File: src/core/aprr_pkg.sv
// shared constants and types for the parallel result readout block
package aprr_pkg;
  localparam int RES_W = 14;
  localparam int BYTE_W = 8;
  localparam int HI_W = RES_W - BYTE_W;
  localparam int CLK_MHZ = 25;
  // longest time from hold to done, in nanoseconds
  localparam int CONV_MAX_NS = 4700;
  // conversion budget in cycles, rounded down
  localparam int CONV_CYC = (CONV_MAX_NS * CLK_MHZ) / 1000;
  // cycles the internal converter is allowed to take per bit
  localparam int BIT_CYC = 8;
  localparam int CNT_W = 8;
  localparam int BIT_CNT_W = 4;
  localparam logic [CNT_W-1:0] BIT_CYC_LAST = CNT_W'(BIT_CYC - 1);
  localparam logic [BIT_CNT_W-1:0] BIT_LAST = BIT_CNT_W'(RES_W - 1);
  localparam logic [RES_W-1:0] RES_ZERO = 14'h0000;

  // control sequencer states, one-hot
  typedef enum logic [4:0] {
    APRR_IDLE = 5'h01,
    APRR_ACQ = 5'h02,
    APRR_CONV = 5'h04,
    APRR_DONE = 5'h08,
    APRR_READ = 5'h10
  } aprr_state_e;
endpackage

File: src/core/aprr_skid.sv
// two-entry buffer between converter and result holding stage
`timescale 1ns/100ps
`default_nettype none
module aprr_skid
  import aprr_pkg::*;
(
  input wire logic sys_clk_i,
  input wire logic reset_n_i,
  input wire logic in_valid_i,
  output logic in_ready_o,
  input wire logic [RES_W-1:0] in_data_i,
  output logic out_valid_o,
  input wire logic out_ready_i,
  output logic [RES_W-1:0] out_data_o
);
  logic [RES_W-1:0] slot0;
  logic [RES_W-1:0] slot1;
  logic [1:0] count;
  logic [RES_W-1:0] next_slot0;
  logic [RES_W-1:0] next_slot1;
  logic [1:0] next_count;
  logic push;
  logic pop;

  // next entries; slot0 is always the head
  always_comb begin
    push = in_valid_i && (count != 2'h2);
    pop = out_ready_i && (count != 2'h0);
    next_slot0 = slot0;
    next_slot1 = slot1;
    next_count = count;
    if (pop) begin
      next_slot0 = slot1;
    end
    if (push) begin
      if (count == 2'h0 || (count == 2'h1 && pop)) begin
        next_slot0 = in_data_i;
      end else begin
        next_slot1 = in_data_i;
      end
    end
    next_count = 2'(count + {1'b0, push} - {1'b0, pop});
  end

  // register entries
  always_ff @(posedge sys_clk_i or negedge reset_n_i) begin
    if (!reset_n_i) begin
      slot0 <= RES_ZERO;
      slot1 <= RES_ZERO;
      count <= 2'h0;
    end else begin
      slot0 <= next_slot0;
      slot1 <= next_slot1;
      count <= next_count;
    end
  end

  assign in_ready_o = (count != 2'h2);
  assign out_valid_o = (count != 2'h0);
  assign out_data_o = slot0;
endmodule
`default_nettype wire

File: src/core/aprr_top.sv
// control sequencer and result bus drivers of the parallel converter
// How it works
// done output falls when result is valid
// fourteen three-state result bits, bit 0-13
// bus floats during acquisition and conversion
// third select fall, read high, drives result
// select high floats the bus at once; the code floats it three clocks later, after the pin synchroniser
// after read, idle until next select fall
// wide variant whole word, narrow one byte
// byte select low gives low byte
// reset pin with select high restarts sequence
// result coded as straight binary
// host switches input channel after acquisition
// first fall starts acquisition only read low
// second fall holds sample, starts conversion
// read line at second fall picks power mode
// conversion finishes within the stated maximum
// reset discards work, idles, floats bus
`timescale 1ns/100ps
`default_nettype none
module aprr_top
  import aprr_pkg::*;
#(
  parameter bit BYTE_WIDE = 1'b0
)(
  input wire logic sys_clk_i,
  input wire logic reset_n_i,
  input wire logic chip_sel_n_i,
  input wire logic read_conv_i,
  input wire logic high_byte_select_i,
  input wire logic dev_reset_i,
  input wire logic comp_i,
  output logic [RES_W-1:0] result_bus_o,
  output logic [RES_W-1:0] result_bus_oe_o,
  output logic conv_done_n_o,
  output logic track_o,
  output logic [RES_W-1:0] dac_trial_o,
  output logic shutdown_o
);
  // pin synchronisers
  logic [1:0] cs_sync;
  logic [1:0] rc_sync;
  logic [1:0] hb_sync;
  logic [1:0] rst_sync;
  logic [1:0] cmp_sync;
  logic cs_last;
  logic cs_fall;
  logic cs_rise_lvl;
  logic rc_s;
  logic hb_s;
  logic rst_s;
  logic cmp_s;

  // sequencer and converter state
  aprr_state_e state;
  aprr_state_e next_state;
  logic [RES_W-1:0] sar;
  logic [RES_W-1:0] next_sar;
  logic [BIT_CNT_W-1:0] bit_idx;
  logic [BIT_CNT_W-1:0] next_bit_idx;
  logic [CNT_W-1:0] bit_cnt;
  logic [CNT_W-1:0] next_bit_cnt;
  logic shut_sel;
  logic next_shut_sel;
  logic conv_valid;
  logic conv_ready;
  logic buf_valid;
  logic buf_ready;
  logic [RES_W-1:0] buf_data;
  logic [RES_W-1:0] held;
  logic [RES_W-1:0] next_held;
  logic held_ok;
  logic next_held_ok;

  // output registers
  logic [RES_W-1:0] next_bus;
  logic [RES_W-1:0] next_oe;
  logic next_done_n;
  logic next_track;
  logic next_shutdown;
  logic [RES_W-1:0] next_trial;

  // two-stage capture of every pin
  always_ff @(posedge sys_clk_i or negedge reset_n_i) begin
    if (!reset_n_i) begin
      cs_sync <= 2'h3;
      rc_sync <= 2'h0;
      hb_sync <= 2'h0;
      rst_sync <= 2'h0;
      cmp_sync <= 2'h0;
      cs_last <= 1'b1;
    end else begin
      cs_sync <= {cs_sync[0], chip_sel_n_i};
      rc_sync <= {rc_sync[0], read_conv_i};
      hb_sync <= {hb_sync[0], high_byte_select_i};
      rst_sync <= {rst_sync[0], dev_reset_i};
      cmp_sync <= {cmp_sync[0], comp_i};
      cs_last <= cs_sync[1];
    end
  end

  // synchronised levels and select edge
  always_comb begin
    rc_s = rc_sync[1];
    hb_s = hb_sync[1];
    rst_s = rst_sync[1];
    cmp_s = cmp_sync[1];
    cs_rise_lvl = cs_sync[1];
    cs_fall = cs_last && !cs_sync[1];
  end

  // sequencer, bit-serial approximation and mode capture
  always_comb begin
    next_state = state;
    next_sar = sar;
    next_bit_idx = bit_idx;
    next_bit_cnt = bit_cnt;
    next_shut_sel = shut_sel;
    conv_valid = 1'b0;
    case (state)
      APRR_IDLE: begin
        if (cs_fall && !rc_s) begin
          next_state = APRR_ACQ;
        end
      end
      APRR_ACQ: begin
        if (cs_fall) begin
          next_state = APRR_CONV;
          next_shut_sel = rc_s;
          next_sar = RES_ZERO;
          next_bit_idx = BIT_LAST;
          next_bit_cnt = '0;
        end
      end
      APRR_CONV: begin
        // one trial bit per BIT_CYC cycles, msb first; 14*8 cycles fits budget
        next_bit_cnt = CNT_W'(bit_cnt + 1'b1);
        if (bit_cnt == BIT_CYC_LAST) begin
          next_bit_cnt = '0;
          next_sar[bit_idx] = cmp_s;
          if (bit_idx == '0) begin
            conv_valid = 1'b1;
            if (conv_ready) begin
              next_state = APRR_DONE;
            end else begin
              next_sar[bit_idx] = sar[bit_idx];
              next_bit_cnt = bit_cnt;
            end
          end else begin
            next_bit_idx = BIT_CNT_W'(bit_idx - 1'b1);
          end
        end
      end
      APRR_DONE: begin
        if (cs_fall && rc_s) begin
          next_state = APRR_READ;
        end
      end
      APRR_READ: begin
        if (cs_rise_lvl) begin
          next_state = APRR_IDLE;
        end
      end
      default: begin
        next_state = APRR_IDLE;
      end
    endcase
    if (rst_s && cs_rise_lvl) begin
      next_state = APRR_IDLE;
    end
  end

  always_ff @(posedge sys_clk_i or negedge reset_n_i) begin
    if (!reset_n_i) begin
      state <= APRR_IDLE;
      sar <= RES_ZERO;
      bit_idx <= '0;
      bit_cnt <= '0;
      shut_sel <= 1'b0;
    end else begin
      state <= next_state;
      sar <= next_sar;
      bit_idx <= next_bit_idx;
      bit_cnt <= next_bit_cnt;
      shut_sel <= next_shut_sel;
    end
  end

  // finished word passes through the two-entry buffer
  aprr_skid u_skid (
    .sys_clk_i(sys_clk_i),
    .reset_n_i(reset_n_i),
    .in_valid_i(conv_valid),
    .in_ready_o(conv_ready),
    .in_data_i(next_sar),
    .out_valid_o(buf_valid),
    .out_ready_i(buf_ready),
    .out_data_o(buf_data)
  );

  // holding stage takes a word only when the previous one is read or dropped
  always_comb begin
    buf_ready = !held_ok;
    next_held = held;
    next_held_ok = held_ok;
    if (buf_valid && buf_ready) begin
      next_held = buf_data;
      next_held_ok = 1'b1;
    end
    if ((state == APRR_READ && next_state == APRR_IDLE) || state == APRR_ACQ) begin
      next_held_ok = 1'b0;
    end
  end

  always_ff @(posedge sys_clk_i or negedge reset_n_i) begin
    if (!reset_n_i) begin
      held <= RES_ZERO;
      held_ok <= 1'b0;
    end else begin
      held <= next_held;
      held_ok <= next_held_ok;
    end
  end

  // registered pin drivers
  always_comb begin
    next_bus = RES_ZERO;
    next_oe = RES_ZERO;
    next_done_n = 1'b1;
    next_track = (next_state == APRR_ACQ);
    next_shutdown = shut_sel && (next_state == APRR_DONE || next_state == APRR_READ);
    next_trial = next_sar;
    if (next_state == APRR_CONV) begin
      next_trial[next_bit_idx] = 1'b1;
    end
    if (next_state == APRR_DONE || next_state == APRR_READ) begin
      next_done_n = 1'b0;
    end
    if (next_state == APRR_READ && !cs_rise_lvl) begin
      if (BYTE_WIDE) begin
        next_oe = {{HI_W{1'b0}}, {BYTE_W{1'b1}}};
        if (hb_s) begin
          next_bus = {{HI_W{1'b0}}, {(2*BYTE_W-RES_W){1'b0}}, held[RES_W-1:BYTE_W]};
        end else begin
          next_bus = {{HI_W{1'b0}}, held[BYTE_W-1:0]};
        end
      end else begin
        next_oe = {RES_W{1'b1}};
        next_bus = held;
      end
    end
  end

  // the result bus floats outside a read, including acquisition and conversion
  always_ff @(posedge sys_clk_i or negedge reset_n_i) begin
    if (!reset_n_i) begin
      result_bus_o <= RES_ZERO;
      result_bus_oe_o <= RES_ZERO;
      conv_done_n_o <= 1'b1;
      track_o <= 1'b0;
      dac_trial_o <= RES_ZERO;
      shutdown_o <= 1'b0;
    end else begin
      result_bus_o <= next_bus;
      result_bus_oe_o <= next_oe;
      conv_done_n_o <= next_done_n;
      track_o <= next_track;
      dac_trial_o <= next_trial;
      shutdown_o <= next_shutdown;
    end
  end
endmodule
`default_nettype wire

File: config.mk
export PLATFORM = sky130hd
export DESIGN_NAME = aprr_top
export DESIGN_NICKNAME = d
export VERILOG_FILES = /design/src/core/aprr_pkg.sv /design/src/core/aprr_skid.sv /design/src/core/aprr_top.sv
export SDC_FILE = /design/constraint.sdc
export NUM_CORES = 1
export LEC_CHECK = 0
export ABC_AREA = 1
export BUFFER_PORTS_ARGS = -buffer_cell sky130_fd_sc_hd__buf_2
export CAP_MARGIN = 25
export CORE_MARGIN = 1.5
export CORE_UTILIZATION = 55
export CTS_CLUSTER_SIZE = 16
export DETAILED_ROUTE_END_ITERATION = 10
export PLACE_DENSITY = 0.84
export SYNTH_ARGS = -nofsm -noshare
export SYNTH_HDL_FRONTEND = slang
export SYNTH_SLANG_ARGS = --single-unit
export TNS_END_PERCENT = 20
File: constraint.sdc
create_clock -name sys_clk_i -period 5.65 [get_ports sys_clk_i]
set_input_delay 0.8475 -clock sys_clk_i [delete_from_list [all_inputs] [get_ports sys_clk_i]]
set_output_delay 0.8475 -clock sys_clk_i [all_outputs]
set_load 0.02 [all_outputs]
==> results.cfg <==
[cts]
worstSkewPairLatency_ns = 0.51
post_cts_buffers = 0
cts_tree = yes
cts.sinks = 118
cts-resized-gates = 0
path_clk_slew_ns = 0.06
cts_buffers = 17
clockRootBuffer = clkbuf_8
cts_buffer_depth = 2
cts-htree-levels = 4
cts_hold_buf = 0

[yosys]
synth_seq_cells = 118
synth_area_per_cell_um2 = 8.32
synth_compound_gate_area_share_pct = 10.6
synthMuxAreaShare_pct = 0
yosys.area_share.adder_pct = 1.80
yosys-top-cells-area = dfrtp_1, nand2_1, inv_1
ys_types = 36
synth_top_family_by_area = simple AND/OR/NAND/NOR gates
synthSimpleGateAreaFrac_pct = 23.1
synth.cell_area_mm2 = 0.00555
syn-num-nets = 682
yosys.area.top_type = dfrtp_1
synthCells = 667
yosysSeqAreaShare_pct = 53.3
synth_warnings = 0
synth_xor_area_share_pct = 1.11
synth_top_area_share_pct = 51.0

[global_route]
grt_use_total_pct = 25.0
grt-ovfl-total = 0
grt_pass1_vias = 4501
grt_pass1_wl_um = 20500
antenna_found_initial = 0
grt_max_degree = 77

[route]
first_iter_violations = 273
vias_per_cell = 5.29
drc = 0
dr_total_vias = 4511
detail-route-antenna-nets = 0
first_pass_iters = 7
drt_wl_total_um = 12200
wl_per_cell_um = 14.3

[worst_setup_path]
startpoint_type = flip-flop
cp.required_ns = 6.00
ff2ff_setup_slack_ns = 2.80
startpoint = bit_idx[0]
worstPathArrival_ns = 3.19
path_class = flip-flop to flip-flop
rr_startpoint = bit_idx[0]
r2r-end = u_skid.out_data_o[10]
end_kind = flip-flop
worst-path-buf-inv = 1
critPathTopFamily = simple AND/OR/NAND/NOR gates
worstPathMaxFanout = 16
cpPeakStageDelay_ns = 0.56
cp_cell_sequence = inv_1, ha_1, nand2_1, nor2_1, nand2_1, nor2_1, nand2_1, nor2_1, a31oi_1
critPathSlowestCell = dfrtp_1
worst-r2r-cell-count = 9

[timing]
timing.final.crit_share_pct = 50.4
timing.fmax_mhz = 351
setup_tns_ns = 0
max_slew_margin_pct = 38.8
drv_slew = 0
finalSetupViolations = 0
hold_viol = 0
min_period_ns = 2.85
skew_ns = 0.00618
worstMarginPinSlew_ns = 0.918
rsz0062_at_grt = no

[placed_design]
place_congestion = 0.884
dp_hpwl_um = 8210
placed_cell_area_mm2 = 0.00579
port_buffers = 50

[power_and_ir_drop]
irDropWorstVdd_uv = 175
p_leak_nw = 3.31
p_total_mw = 2.05
power.density_mw_per_mm2 = 324

[min_path]
holdPathEnd = cmp_sync[1]
hold_path_class = flip-flop to flip-flop
worstHoldStart = cmp_sync[0]
hold_path_depth = 0

[floorplan]
die_w_um = 103
placementRows = 36
coreArea_mm2 = 0.00977
die_h_um = 103
die-area_mm2 = 0.0107
boundaryPins = 52
initial_core_util_pct = 56.8

[cells_and_area]
final_nets = 722
area.sequential_mm2 = 0.00296
multiInputGateArea_mm2 = 0.00204
fill_cells = 760
fin_area_mm2 = 0.00633
n_antenna_cell = 0
area_growth_pct = 14.1
drive_gt1_share_pct = 17.8
final_util_pct = 64.8

[flow_run]
cap_violations = 0

[run_status]
status = finished clean
per-stage QoR:
stage	hold slack, ns	setup WS, ns	cells
floorplan	0.331	3.65	667
global placement	0.332	3.07	821
detailed placement	0.337	3.01	821
CTS	0.351	2.89	853
global route	0.357	2.59	853
finish	0.349	2.80	853
worst reg2reg max path: stages (launching register included):
cell and delay [ns]:
dfrtp_1 0.56, inv_1 0.47, ha_1 0.35, nand2_1 0.18, nor2_1 0.17, nand2_1 0.11, nor2_1 0.16, nand2_1 0.35
nor2_1 0.27, a31oi_1 0.08
cell usage in the layout, fill, tap and decap left out, types with 15 or more instances in the layout:
cell type,Yosys,final
dfrtp_1,113,113
clkbuf_16,0,16
inv_2,15,15
inv_1,80,80
buf_2,7,49
o21ai_1,26,26
nand3_1,35,35
nor2_1,48,48
nand2_1,200,200
o21ai_0,48,48
routing by layer:
| layer | wire length, um | up-vias | track usage (%) |
|---|---|---|---|
| met5 | 0 | - | 0 |
| met2 | 6270 | 155 | 43.1 |
| met1 | 5090 | 2176 | 30.9 |
| li1 | - | 2158 | - |
| met4 | 211 | 0 | 9.36 |
| met3 | 664 | 22 | 5.38 |
flip-flops by register name, summed over array words and instances, names as in the netlist, 2 cells and up:
register and count:
cmp_sync 2, u_skid.slot1 14, bit_cnt 8, cs_sync 2
u_skid.out_data_o 14, bit_idx 4, u_skid.count 2, held 14
state 5, rc_sync 2, sar 14, rst_sync 2
dac_trial_o 14, result_bus_o 14
Yosys cell counts (all sizes together):
master	instances
a21oi	5
a221oi	1
a22oi	1
a31oi	2
buf	24
clkbuf	7
dfrtp	113
dfstp	5
ha	8
inv	95
nand2	204
nand3	39
nand4	4
nor2	54
nor3	4
nor4	2
o211ai	1
o21ai	79
o21bai	8
o221ai	1
o22ai	3
xnor2	2
xor2	5
power breakdown:
group	switching, mW	internal [mW]	leakage [nW]
sequential	0.0220	0.863	1.62
combinational	0.136	0.0495	1.43
clock	0.396	0.582	0.264
total	0.554	1.49	3.31
logic make-up after synthesis:
kind of cell	after synthesis
simple gates	307
buf+inv	126
compound gates	101
flops	118
xor+xnor	7
fa+ha+maj	8
area by class of cell:
| type | count | share of cell area, % |
|---|---|---|
| clock buffers | 17 | 6.54 |
| inverters | 95 | 5.63 |
| multi-input cells | 423 | 32.2 |
| well taps | 133 | 2.63 |
| repair buffers | 52 | 4.23 |
| clock inverters | 15 | 2.06 |
| flip-flops and latches | 118 | 46.7 |
worst max path at each step:
stage,slack (ns),endpoint,cells after the start
floorplan,3.65,u_skid.out_data_o[12],12
finish,2.80,u_skid.out_data_o[10],9
global route,2.59,u_skid.out_data_o[10],9
global placement,3.07,u_skid.out_data_o[10],9
detailed placement,3.01,u_skid.out_data_o[12],9
CTS,2.89,u_skid.out_data_o[10],9
Note: power is estimated with default switching activity, not from simulation.
